## src/hw/eeprom_params.svh

```systemverilog
`ifndef EEPROM_PARAMS_SVH
`define EEPROM_PARAMS_SVH

// ==========================================
// Array geometry
`define ARRAY_DEPTH        128
`define ADDR_BITS          7
`define PAGE_BITS          3
// ==========================================
// Status register fields
`define STAT_BUSY_BIT      0
`define STAT_WEL_BIT       1
`define STAT_BP_LO_BIT     2
`define STAT_BP_HI_BIT     3
// Factory value of the block-protect pair
`define BP_FACTORY         2'h0
// ==========================================
// Protected range lower bounds
`define BP1_BASE           7'h60
`define BP2_BASE           7'h40
`define BP3_BASE           7'h00
// ==========================================
// Self-timed write cycle: time in ns and clocks at 20 MHz
`define WRITE_TIME_NS      5000000
`define CLK_PERIOD_NS      50
`define WRITE_CYCLES       (`WRITE_TIME_NS / `CLK_PERIOD_NS)

`endif

```

## src/hw/eeprom_pkg.sv

```systemverilog
`default_nettype none
package eeprom_pkg;

	// Decoded instruction (low three bits of the opcode)
	typedef enum logic [2:0]
	{
		op_status_write  = 3'h1,
		op_array_write   = 3'h2,
		op_array_read    = 3'h3,
		op_clear_latch   = 3'h4,
		op_status_read   = 3'h5,
		op_set_latch     = 3'h6,
		op_invalid       = 3'h0
	} opcode_t;

	// Serial front end phase
	typedef enum logic [2:0]
	{
		ph_opcode  = 3'h0,
		ph_address = 3'h1,
		ph_data_in = 3'h2,
		ph_out     = 3'h3,
		ph_idle    = 3'h4
	} phase_t;

endpackage
`default_nettype wire

```

## src/hw/eeprom_array.sv

```systemverilog
`timescale 1ns/1ns
`default_nettype none
`include "eeprom_params.svh"

// Byte array with registered read data
module eeprom_array
(
	// Clock
	input  wire logic       clk,
	// Write port
	input  wire logic       wr_en,
	input  wire logic [6:0] wr_addr,
	input  wire logic [7:0] wr_data,
	// Read port
	input  wire logic [6:0] rd_addr,
	output logic      [7:0] rd_data
);

	// Storage, survives reset as a non-volatile array would
	logic [7:0] mem [0:`ARRAY_DEPTH-1];

	// ==========================================
	// Write and registered read
	always_ff @(posedge clk)
	begin
		if (wr_en)
		begin
			mem[wr_addr] <= wr_data;
		end
		rd_data <= mem[rd_addr];
	end

endmodule
`default_nettype wire

```

## src/hw/spi_eeprom_status_protect.sv

```systemverilog
`timescale 1ns/1ns
`default_nettype none
`include "eeprom_params.svh"

module spi_eeprom_status_protect
#(
	parameter int unsigned WRITE_CYCLES = `WRITE_CYCLES
)
(
	// Clock and reset
	input  wire logic clk,
	input  wire logic rst,
	// Serial pins
	input  wire logic cs_n,
	input  wire logic sck,
	input  wire logic si,
	output logic      so,
	output logic      so_oe,
	// Protection and suspend pins
	input  wire logic wp_n,
	input  wire logic hold_n,
	// State visible outside
	output logic      busy,
	output logic      standby
);

	// ==========================================
	// Pin synchronisers
	logic [4:0] sync1_q;   // First stage, read only by second
	logic [4:0] sync2_q;   // Second stage
	logic       sck_prev_q;// Clock history for edge finding
	logic       cs_prev_q; // Select history for edge finding

	// Two flops on every pin input
	always_ff @(posedge clk)
	begin
		sync1_q    <= {cs_n, sck, si, wp_n, hold_n};
		sync2_q    <= sync1_q;
		sck_prev_q <= sync2_q[3];
		cs_prev_q  <= sync2_q[4];
	end

	logic cs_n_s, sck_s, si_s, wp_n_s, hold_n_s;
	assign cs_n_s   = sync2_q[4];
	assign sck_s    = sync2_q[3];
	assign si_s     = sync2_q[2];
	assign wp_n_s   = sync2_q[1];
	assign hold_n_s = sync2_q[0];

	// Edge strobes; suspend freezes the serial clock
	logic sck_rise, sck_fall, cs_fall, cs_rise, active;
	assign active   = !cs_n_s && hold_n_s;
	assign sck_rise = active && sck_s && !sck_prev_q;
	assign sck_fall = active && !sck_s && sck_prev_q;
	assign cs_fall  = !cs_n_s && cs_prev_q;
	assign cs_rise  = cs_n_s && !cs_prev_q;

	// ==========================================
	// Opcode decode, used for the opcode byte
	function automatic eeprom_pkg::opcode_t decode_op(input logic [7:0] b);
		if (b[7:4] != 4'h0)
			decode_op = eeprom_pkg::op_invalid;
		else
			case (b[2:0])
				3'h1: decode_op = eeprom_pkg::op_status_write;
				3'h2: decode_op = eeprom_pkg::op_array_write;
				3'h3: decode_op = eeprom_pkg::op_array_read;
				3'h4: decode_op = eeprom_pkg::op_clear_latch;
				3'h5: decode_op = eeprom_pkg::op_status_read;
				3'h6: decode_op = eeprom_pkg::op_set_latch;
				default: decode_op = eeprom_pkg::op_invalid;
			endcase
	endfunction

	// Protected test, used only at commit
	function automatic logic in_block(input logic [1:0] bp, input logic [6:0] a);
		case (bp)
			2'h1: in_block = a >= `BP1_BASE;
			2'h2: in_block = a >= `BP2_BASE;
			2'h3: in_block = a >= `BP3_BASE;
			default: in_block = 1'b0;
		endcase
	endfunction

	// ==========================================
	// Registered state
	eeprom_pkg::phase_t  phase_q, phase_d;   // Serial phase
	eeprom_pkg::opcode_t op_q, op_d;         // Current instruction
	logic [7:0] shift_q, shift_d;            // Input shifter
	logic [2:0] bitcnt_q, bitcnt_d;          // Bit within byte
	logic [6:0] addr_q, addr_d;              // Array pointer
	logic [7:0] out_q, out_d;                // Output shifter
	logic       so_q, so_d;                  // Serial output level
	logic       oe_q, oe_d;                  // Serial output enable
	logic       load_q, load_d;              // Reload output at next fall
	logic       wel_q, wel_d;                // Write-enable latch
	logic [1:0] bp_q, bp_d;                  // Protect pair
	logic [1:0] bp_new_q, bp_new_d;          // Pending protect pair
	logic       pend_sr_q, pend_sr_d;        // Status write pending
	logic [7:0] pg_data_q [0:7];             // Page buffer
	logic [7:0] pg_data_d [0:7];
	logic [7:0] pg_valid_q, pg_valid_d;      // Page byte loaded
	logic [3:0] pg_base_q, pg_base_d;        // Page number
	logic       busy_q, busy_d;              // Write cycle running
	logic [31:0] tmr_q, tmr_d;               // Write cycle counter
	logic [2:0] commit_q, commit_d;          // Page slot being written
	logic       committing_q, committing_d;  // Array copy in progress
	logic       bp_init_q = 1'b0;            // Protect pair loaded once, clear only at power-on

	// Array ports
	logic       mem_we;
	logic [6:0] mem_wa;
	logic [7:0] mem_rd;
	logic [6:0] rd_addr;

	// Array read pointer follows the address being serviced
	assign rd_addr = addr_q;

	eeprom_array u_array
	(
		.clk     (clk),
		.wr_en   (mem_we),
		.wr_addr (mem_wa),
		.wr_data (pg_data_q[commit_q]),
		.rd_addr (rd_addr),
		.rd_data (mem_rd)
	);

	// Commit page slot to the array if loaded
	// protected bytes skipped
	assign mem_we = committing_q && pg_valid_q[commit_q] && !in_block(bp_q, mem_wa);
	assign mem_wa = {pg_base_q, commit_q};

	// ==========================================
	// Next-state logic of the serial engine and write cycle
	always_comb
	begin
		logic [7:0] nb;
		logic       byte_done;
		nb           = {shift_q[6:0], si_s};
		byte_done    = (bitcnt_q == 3'h7);
		phase_d      = phase_q;
		op_d         = op_q;
		shift_d      = shift_q;
		bitcnt_d     = bitcnt_q;
		addr_d       = addr_q;
		out_d        = out_q;
		so_d         = so_q;
		oe_d         = oe_q;
		load_d       = load_q;
		wel_d        = wel_q;
		bp_d         = bp_q;
		bp_new_d     = bp_new_q;
		pend_sr_d    = pend_sr_q;
		pg_data_d    = pg_data_q;
		pg_valid_d   = pg_valid_q;
		pg_base_d    = pg_base_q;
		busy_d       = busy_q;
		tmr_d        = tmr_q;
		commit_d     = commit_q;
		committing_d = committing_q;

		if (cs_fall)
		begin
			phase_d    = eeprom_pkg::ph_opcode;
			bitcnt_d   = 3'h0;
			oe_d       = 1'b0;
			// A status poll while busy keeps the pending write intact
			if (!busy_q)
			begin
				pg_valid_d = 8'h00;
				pend_sr_d  = 1'b0;
			end
		end
		else if (sck_rise && phase_q != eeprom_pkg::ph_idle)
		begin
			shift_d  = nb;
			bitcnt_d = bitcnt_q + 3'h1;
			if (byte_done)
			begin
				unique case (phase_q)
					eeprom_pkg::ph_opcode:
					begin
						op_d    = decode_op(nb);
						phase_d = eeprom_pkg::ph_idle;
						if (busy_q && decode_op(nb) != eeprom_pkg::op_status_read)
							op_d = eeprom_pkg::op_invalid;
						else
							unique case (decode_op(nb))
								eeprom_pkg::op_set_latch:   wel_d = wp_n_s;
								eeprom_pkg::op_clear_latch: wel_d = 1'b0;
								eeprom_pkg::op_status_write: phase_d = eeprom_pkg::ph_data_in;
								eeprom_pkg::op_array_write,
								eeprom_pkg::op_array_read:  phase_d = eeprom_pkg::ph_address;
								eeprom_pkg::op_status_read:
								begin
									phase_d = eeprom_pkg::ph_out;
									load_d  = 1'b1;
								end
								default: phase_d = eeprom_pkg::ph_idle;
							endcase
					end
					eeprom_pkg::ph_address:
					begin
						addr_d    = nb[6:0];
						pg_base_d = nb[6:3];
						if (op_q == eeprom_pkg::op_array_read)
						begin
							phase_d = eeprom_pkg::ph_out;
							load_d  = 1'b1;
						end
						else
							phase_d = eeprom_pkg::ph_data_in;
					end
					eeprom_pkg::ph_data_in:
					begin
						if (op_q == eeprom_pkg::op_status_write)
						begin
							bp_new_d  = nb[`STAT_BP_HI_BIT:`STAT_BP_LO_BIT];
							pend_sr_d = 1'b1;
							phase_d   = eeprom_pkg::ph_idle;
						end
						else
						begin
							pg_data_d[addr_q[2:0]]  = nb;
							pg_valid_d[addr_q[2:0]] = 1'b1;
							addr_d = {pg_base_q, addr_q[2:0] + 3'h1};
						end
					end
					default: phase_d = phase_q;
				endcase
			end
		end
		else if (sck_fall && phase_q == eeprom_pkg::ph_out)
		begin
			oe_d = 1'b1;
			if (load_q)
			begin
				out_d  = (op_q == eeprom_pkg::op_status_read) ?
				         {4'h0, bp_q, wel_q, busy_q} : mem_rd;
				so_d   = out_d[7];
				out_d  = {out_d[6:0], 1'b0};
				load_d = 1'b0;
				if (op_q == eeprom_pkg::op_array_read)
					addr_d = addr_q + 7'h01;
			end
			else
			begin
				so_d  = out_q[7];
				out_d = {out_q[6:0], 1'b0};
			end
			if (bitcnt_q == 3'h7)
				load_d = 1'b1;
		end

		// write cycle begins at select rise
		if (cs_rise)
		begin
			oe_d    = 1'b0;
			phase_d = eeprom_pkg::ph_idle;
			if (wel_q && wp_n_s && !busy_q && bitcnt_q == 3'h0 &&
			    ((op_q == eeprom_pkg::op_array_write && pg_valid_q != 8'h00) ||
			     (op_q == eeprom_pkg::op_status_write && pend_sr_q)))
			begin
				busy_d       = 1'b1;
				tmr_d        = 32'h0;
				commit_d     = 3'h0;
				committing_d = (op_q == eeprom_pkg::op_array_write);
			end
			op_d = eeprom_pkg::op_invalid;
		end

		// Copy page into array one slot per clock
		if (committing_q)
		begin
			commit_d = commit_q + 3'h1;
			if (commit_q == 3'h7)
				committing_d = 1'b0;
		end

		if (busy_q)
		begin
			tmr_d = tmr_q + 32'h1;
			if (tmr_q >= WRITE_CYCLES - 1)
			begin
				busy_d = 1'b0;
				wel_d  = 1'b0;
				if (pend_sr_q)
					bp_d = bp_new_q;
				pend_sr_d = 1'b0;
			end
		end

		if (!wp_n_s)
			wel_d = 1'b0;
	end

	// ==========================================
	// Register update
	always_ff @(posedge clk)
	begin
		if (rst)
		begin
			phase_q      <= eeprom_pkg::ph_idle;
			op_q         <= eeprom_pkg::op_invalid;
			shift_q      <= 8'h00;
			bitcnt_q     <= 3'h0;
			addr_q       <= 7'h00;
			out_q        <= 8'h00;
			so_q         <= 1'b0;
			oe_q         <= 1'b0;
			load_q       <= 1'b0;
			wel_q        <= 1'b0;
			bp_new_q     <= 2'h0;
			pend_sr_q    <= 1'b0;
			pg_valid_q   <= 8'h00;
			pg_base_q    <= 4'h0;
			busy_q       <= 1'b0;
			tmr_q        <= 32'h0;
			commit_q     <= 3'h0;
			committing_q <= 1'b0;
		end
		else
		begin
			phase_q      <= phase_d;
			op_q         <= op_d;
			shift_q      <= shift_d;
			bitcnt_q     <= bitcnt_d;
			addr_q       <= addr_d;
			out_q        <= out_d;
			so_q         <= so_d;
			oe_q         <= oe_d;
			load_q       <= load_d;
			wel_q        <= wel_d;
			bp_new_q     <= bp_new_d;
			pend_sr_q    <= pend_sr_d;
			pg_valid_q   <= pg_valid_d;
			pg_base_q    <= pg_base_d;
			busy_q       <= busy_d;
			tmr_q        <= tmr_d;
			commit_q     <= commit_d;
			committing_q <= committing_d;
		end
		pg_data_q <= pg_data_d;
	end

	// ==========================================
	// Protect pair: kept through reset like a persistent cell
	// factory value zero, survives reset
	always_ff @(posedge clk)
	begin
		if (!bp_init_q)
		begin
			bp_q      <= `BP_FACTORY;
			bp_init_q <= 1'b1;
		end
		else
		begin
			bp_q <= bp_d;
		end
	end


	// ==========================================
	// Outputs
	// released while deselected
	assign so_oe   = oe_q && active;
	assign so      = so_q;
	assign busy    = busy_q;
	assign standby = cs_n_s && !busy_q;

endmodule
`default_nettype wire

```

## config.mk

```make
export PLATFORM = sky130hd
export DESIGN_NAME = spi_eeprom_status_protect
export DESIGN_NICKNAME = d
export VERILOG_FILES = /design/src/hw/eeprom_pkg.sv /design/src/hw/eeprom_array.sv /design/src/hw/spi_eeprom_status_protect.sv
export VERILOG_INCLUDE_DIRS = /design/src /design/src/hw
export SDC_FILE = /design/constraint.sdc
export NUM_CORES = 1
export LEC_CHECK = 0
export BUFFER_PORTS_ARGS = -buffer_cell sky130_fd_sc_hd__clkbuf_2
export CORE_MARGIN = 5
export CORE_UTILIZATION = 45
export CTS_BUF_LIST = sky130_fd_sc_hd__clkbuf_8
export DETAILED_ROUTE_END_ITERATION = 12
export HOLD_SLACK_MARGIN = 0.08
export PLACE_DENSITY = 0.64
export SETUP_SLACK_MARGIN = 0.15
export SYNTH_ARGS = -nofsm -noshare
export SYNTH_HDL_FRONTEND = slang
export SYNTH_SLANG_ARGS = --single-unit
export TNS_END_PERCENT = 1
```

## constraint.sdc

```tcl
create_clock -name clk -period 9.9 [get_ports clk]
set_input_delay 0.99 -clock clk [delete_from_list [all_inputs] [get_ports clk]]
set_output_delay 0.99 -clock clk [all_outputs]
set_load 0.02 [all_outputs]
```

==> results_dict.tcl, run 1 <==
set metrics [dict create \
    ir_drop_v 0.000111 \
    rsz0062_at_grt "false" \
    ys.flop_type "edfxtp_1" \
    first_global_vias 29600 \
    critPathKind "flip-flop to flip-flop" \
    clock_latency_ns 0.87 \
    ant_nets 0 \
    gp_congestion 0.914 \
    drtPass1Iterations 6 \
    area_growth_pct 10.1 \
    grt_pass1_wl_mm 206 \
    cap_violations 0 \
    leakage_nw 16.3 \
    period_minus_slack_ns 4.58 \
    synthDistinctLibCells 87 \
    muxShareOfSynthArea_pct 8.23 \
    end_kind "flip-flop" \
    clock_path_buffers 3 \
    core.rowCount 119 \
    drive_gt1_share_pct 16.2 \
    cp-startpoint "addr_q[2]" \
    finalHoldViolCount 0 \
    portBuffers 10 \
    io_pins 11 \
    powerDensity_mw_per_mm2 178 \
    initial_core_util_pct 45.5 \
    synth-async-reset-ratio_pct 0 \
    die_area_mm2 0.113 \
    postCtsHoldBufs 0 \
    vias 29900 \
    synth_edf_count 1090 \
    synthXorXnorAreaFrac_pct 0.0182 \
    cts.sinks 1196 \
    grt_usage_pct 24.7 \
    worstMarginPinSlew_ns 1.31 \
    overflow 0 \
    period_share_pct 46.3 \
    synth.net_count 3047 \
    worstHoldStart "sck" \
    dieHeight_um 337 \
    fmax_mhz 218 \
    placed_cell_area_mm2 0.0493 \
    setup_violations 0 \
    numCtsBuffers 190 \
    synthCells 3032 \
    placeableCoreArea_mm2 0.106 \
    relSlewSlack_pct 12.6 \
    worstHoldEndpoint "sync1_q[3]" \
    worst_ep_required_time_ns 10.67 \
    drtIter0Drc 4568 \
    root_buffer "clkbuf_8" \
    htreeDepth 4 \
    critPathLaunchType "flip-flop" \
    skew_ns 0.0439 \
    finalInstanceArea_mm2 0.0529 \
    whs_path_depth 1 \
    hp-class "primary input to flip-flop" \
    dp_cells 4293 \
    crit_arrival_ns 5.35 \
    routed_wl_mm 142 \
    yosysSeqAreaShare_pct 72.5 \
    synth_fa_ha_area_share_pct 0.208 \
    grt_max_degree 102 \
    cts_tree "yes" \
    drt-wirelength-per-cell_um 30.6 \
    slew_violations 0 \
    place_hpwl_mm 83.0 \
    critPathMaxFanout 101 \
    avgSynthCellArea_um2 15.8 \
    layout.cells.non_filler 4647 \
    synth_top_family_by_area "compound AO/OA/AOI/OAI gates" \
    timing.rr.start "addr_q[2]" \
    synthSimpleGateAreaFrac_pct 5.73 \
    netlist_area_mm2 0.0480 \
    r2r_cells 9 \
    finalSetupTns_ns 0 \
    clkTransAtPathRegs_ns 0.06 \
    r2r_end "u_array.rd_data[3]" \
    yosysWarnings 0 \
    ff2ff_setup_slack_ns 5.32 \
    status "complete, no violations" \
    drc 0 \
    die_w_um 337 \
    fin_nets 3109 \
    cts_setup_buffers 0 \
    ys_ff_latch 1196 \
    synth_compound_area_share_pct 10.6 \
    vias_per_cell 6.44 \
    antenna_found_initial 4 \
    cts_resized 0 \
]
sequential cells by signal (all words and copies together) (netlist names), 2 cells and up:
name	flops
u_array.mem	1024
pg_data_q	64
tmr_q	32
pg_valid_q	8
u_array.rd_data	8
addr_q	7
out_q	7
shift_q	7
sync1_q	5
sync2_q	5
pg_base_q	4
bitcnt_q	3
commit_q	3
op_q	3
phase_q	3
bp_new_q	2
bp_q	2
cell usage after synthesis, types with 9 or more instances:
| library cell | count | area share [%] |
|---|---|---|
| and3_1 | 13 | 0.17 |
| edfxtp_1 | 1090 | 68 |
| buf_2 | 63 | 0.66 |
| nor2b_1 | 24 | 0.31 |
| nand4_1 | 9 | 0.12 |
| clkbuf_1 | 77 | 0.60 |
| buf_4 | 30 | 0.47 |
| a221o_1 | 44 | 0.92 |
| o21ai_0 | 92 | 0.96 |
| a31oi_1 | 17 | 0.22 |
| nor2_1 | 239 | 1.9 |
| dfxtp_1 | 106 | 4.4 |
| o211ai_1 | 21 | 0.33 |
| o22ai_1 | 28 | 0.36 |
| nand2b_1 | 13 | 0.17 |
| buf_6 | 25 | 0.59 |
| nor3_1 | 36 | 0.37 |
| a22oi_1 | 87 | 1.4 |
| a311oi_1 | 10 | 0.18 |
| a221oi_1 | 103 | 1.9 |
| mux2_2 | 108 | 2.5 |
| mux4_2 | 39 | 1.8 |
| buf_1 | 9 | 0.070 |
| nand3_1 | 38 | 0.40 |
| a211oi_1 | 22 | 0.34 |
| o2bb2ai_1 | 20 | 0.36 |
| o21a_1 | 11 | 0.17 |
| mux2i_1 | 173 | 3.6 |
| or3_1 | 9 | 0.12 |
| o221ai_1 | 22 | 0.40 |
| a22o_1 | 21 | 0.38 |
| inv_1 | 11 | 0.086 |
| nand3b_1 | 13 | 0.20 |
| nand2_1 | 116 | 0.91 |
| a21oi_1 | 117 | 1.2 |
worst max-delay path, cell delays in order (launching register included):
cell      delay, ns
dfxtp_4        0.65
buf_12         0.54
buf_4          0.82
nor2b_4        0.41
buf_4          0.50
a221oi_1       0.17
o221ai_1       0.30
o211ai_1       0.29
a32o_1         0.34
a211oi_1       0.22
stage by stage:
stage / hold slack [ns] / setup WS (ns) / util [%] / power [mW]
5_1_grt: 0.193 / 5.16 / 50.0 / 9.70
2_1_floorplan: 0.310 / 2.27 / - / 5.55
3_5_place_dp: 0.316 / 5.45 / 46.7 / 5.55
4_1_cts: 0.155 / 5.42 / 50.0 / 9.45
3_3_place_gp: 0.319 / 5.48 / 46.7 / 5.55
6_report: 0.232 / 5.32 / 50.0 / 9.41
final cells by class:
cell class	count	area, um2
clock inverter	150	776
multi-input combinational	1611	12100
inverter	18	67.6
sequential	1196	34900
clock buffer	203	2790
tap	1391	1740
antenna	1	2.50
fill	8738	52800
timing repair buffer	77	578
cells by family after synthesis:
| kind of cell | after synthesis |
|---|---|
| DFF | 1196 |
| AOI/OAI and AO/OA | 697 |
| and+or+nand+nor | 575 |
| muxes | 330 |
| buffers and inverters | 225 |
| adders and majority gates | 8 |
| xor gates and xnor gates | 1 |
layout by cell type, fill, tap and decap left out, types with 18 or more instances in the layout:
cell,netlist,routed
a21oi_1,117,117
mux2i_1,173,173
buf_4,30,65
mux2_2,108,106
nor2b_1,24,19
o22ai_1,28,28
a221o_1,44,44
clkinv_1,4,61
nor2_1,239,238
a22oi_1,87,87
a221oi_1,103,103
nor3_1,36,36
mux4_2,39,39
o21ai_0,92,88
nand2_1,116,109
clkinv_2,0,18
clkbuf_8,0,203
a211oi_1,22,22
nand3_1,38,36
dfxtp_1,106,102
a22o_1,21,21
o221ai_1,22,22
o211ai_1,21,21
o2bb2ai_1,20,20
edfxtp_1,1090,1090
inv_1,11,71
layer usage:
layer,vias to the layer above,global-route usage (%),share of wire [%]
met1,15000,33.2,37
met5,-,0,0.039
met2,2096,37.4,45
met3,446,7.23,13
li1,12300,-,-
met4,4,11.8,5.4
power by group:
part | total [mW] | leakage [nW] | internal, mW | switching (mW)
sequential | 5.43 | 10.7 | 5.43 | 0.00402
clock | 3.96 | 2.04 | 2.02 | 1.93
combinational | 0.0152 | 3.57 | 0.00476 | 0.0105
total | 9.41 | 16.3 | 7.46 | 1.95
how the worst max path moves through the flow:
stage / to / slack [ns] / cells after the start
after floorplan: u_array.mem[0][2] / 2.27 / 7
after global placement: u_array.rd_data[3] / 5.48 / 9
after detailed placement: u_array.rd_data[3] / 5.45 / 9
after CTS: u_array.rd_data[3] / 5.42 / 9
after global routing: u_array.rd_data[3] / 5.16 / 9
final: u_array.rd_data[3] / 5.32 / 9
Power figures use the tool's default switching activity.
==> run 2: changes to the inputs <==
--- a/config.mk
+++ b/config.mk
@@ -12,7 +12,7 @@
 export CTS_BUF_LIST = sky130_fd_sc_hd__clkbuf_8
 export DETAILED_ROUTE_END_ITERATION = 12
 export HOLD_SLACK_MARGIN = 0.08
-export PLACE_DENSITY = 0.64
+export PLACE_DENSITY = 0.66
 export SETUP_SLACK_MARGIN = 0.15
 export SYNTH_ARGS = -nofsm -noshare
 export SYNTH_HDL_FRONTEND = slang
==> constraint.sdc (replaced) <==
create_clock -name clk -period 4 [get_ports clk]
set_input_delay 0.4 -clock clk [delete_from_list [all_inputs] [get_ports clk]]
set_output_delay 0.4 -clock clk [all_outputs]
set_load 0.02 [all_outputs]
==> run 2 against run 1 <==
Effect of this change: cell area grew 1.3%; first-iteration DRC count down 8.7%; sequential power is 150% higher; fmax increased by 29%; largest power group unchanged; clock power up 140%; clock skew increased by 0.013 ns; die area is the same; sequential cell count did not move; routed wire length increased by 1.3%; non-clock buffer count rose by 91; critical endpoint is now u_array.rd_data[4]; highest routed layer unchanged.
==> results_dict.tcl, run 2 (same netlist as run 1, synthesis figures left out) <==
set metrics [dict create \
    routed_wl_mm 144 \
    drive_gt1_share_pct 17.9 \
    drtPass1Iterations 6 \
    rsz0062_at_grt "false" \
    period_share_pct 88.8 \
    ff2ff_setup_slack_ns 0.45 \
    ir_drop_v 0.000303 \
    dieHeight_um 337 \
    critPathLaunchType "flip-flop" \
    slew_violations 0 \
    r2r_end "u_array.rd_data[4]" \
    finalInstanceArea_mm2 0.0536 \
    vias 30400 \
    io_pins 11 \
    postCtsHoldBufs 5 \
    die_area_mm2 0.113 \
    path_depth 9 \
    status "complete, no violations" \
    drt-wirelength-per-cell_um 30.5 \
    cpPeakStageDelay_ns 0.66 \
    largest_reg_flops 1024 \
    root_buffer "clkbuf_8" \
    critPathKind "flip-flop to flip-flop" \
    critPathMaxFanout 41 \
    grt_pass1_wl_mm 208 \
    powerDensity_mw_per_mm2 427 \
    placed_cell_area_mm2 0.0501 \
    end_kind "flip-flop" \
    path_cells "buf_12, buf_4, buf_4, mux2i_1, o2bb2ai_1, a31oi_1, o21a_1, a2bb2oi_1, o32ai_1" \
    first_global_vias 29400 \
    critPathTopFamily "compound AO/OA/AOI/OAI gates" \
    mostFrequentLayoutCell "edfxtp_1" \
    core.rowCount 119 \
    cts_setup_buffers 0 \
    fin_nets 3198 \
    placeableCoreArea_mm2 0.106 \
    worstSetupEndpoint "u_array.rd_data[4]" \
    wl_met3_mm 17.9 \
    gp_congestion 0.943 \
    worst-path-buf-inv 3 \
    drtIter0Drc 4171 \
    cap_violations 0 \
    fmax_mhz 282 \
    cts_tree "yes" \
    clock_path_buffers 3 \
    cp_slowest_cell "dfxtp_4" \
    relSlewSlack_pct 26.3 \
    grt_usage_pct 25.0 \
    cp-startpoint "addr_q[1]" \
    clkTransAtPathRegs_ns 0.06 \
    power_mw 22.9 \
    initial_core_util_pct 45.5 \
    largestRegisters "u_array.mem: 1024 flops, pg_data_q: 64 flops, tmr_q: 32 flops" \
    ant_nets 0 \
    crit_top_cell "buf_4" \
    vias_per_cell 6.42 \
    hp-class "primary input to flip-flop" \
    clock_latency_ns 0.87 \
    r2r_cells 9 \
    place_hpwl_mm 88.5 \
    worstMarginPinSlew_ns 1.11 \
    dr_wl_met2_mm 63.9 \
    crit_arrival_ns 4.25 \
    cts.sinks 1196 \
    cts_resized 0 \
    area_growth_pct 11.5 \
    grt_max_degree 129 \
    overflow 0 \
    finalHoldViolCount 0 \
    setup_violations 0 \
    leakage_nw 16.7 \
    die_w_um 337 \
    holdWs_ns 0.198 \
    top_register "u_array.mem" \
    skew_ns 0.0565 \
    drc 0 \
    dr.max_layer_used "met5" \
    htreeDepth 4 \
    timing.rr.start "addr_q[1]" \
    portBuffers 10 \
    worst_ep_required_time_ns 4.70 \
    final_cell_mix "edfxtp_1 (1090), nor2_1 (238), clkbuf_8 (195), mux2i_1 (173), buf_4 (135)" \
    antenna_found_initial 5 \
    numCtsBuffers 188 \
    m1WireLength_mm 55.1 \
    period_minus_slack_ns 3.55 \
]
[run 2: worst min-delay path by stage]
stage	startpoint	to	slack, ns	depth (start not counted)
floorplan	sync1_q[0]	sync2_q[0]	0.31	0
global placement	sync1_q[2]	sync2_q[2]	0.32	0
detailed placement	sync1_q[0]	sync2_q[0]	0.31	0
CTS	wp_n	sync1_q[1]	0.13	2
global route	hold_n	sync1_q[0]	0.18	2
finish	wp_n	sync1_q[1]	0.20	2
[run 2: area by class of cell]
cell class / count / area (um2)
fillers: 8692 / 52200
flip-flops and latches: 1196 / 34900
multi-input cells: 1611 / 12000
clock buffers: 195 / 2680
well taps: 1391 / 1740
repair buffers: 168 / 1470
clock inverters: 145 / 664
inverters: 18 / 67.6
diodes: 7 / 17.5
[run 2: power by group]
part | internal [mW] | switching (mW) | leakage, nW | total, mW
registers | 13.4 | 0.00942 | 10.7 | 13.4
clock network | 4.63 | 4.76 | 1.98 | 9.39
logic | 0.0149 | 0.0274 | 4.08 | 0.0423
[run 2: metrics by stage]
step,TNS [ns],std cells,utilization [%],setup slack [ns]
2_1_floorplan,-268.86,3032,-,-1.07
3_3_place_gp,0,4379,47.4,0.583
3_5_place_dp,0,4379,47.4,0.646
4_1_cts,0,4724,50.6,0.615
5_1_grt,0,4729,50.7,0.420
6_report,0,4731,50.7,0.449
[run 2: metal layers]
metal,vias up,global-route usage [%]
met5,-,0
li1,12500,-
met2,2229,37.8
met4,6,10.9
met1,15200,34.3
met3,439,7.01
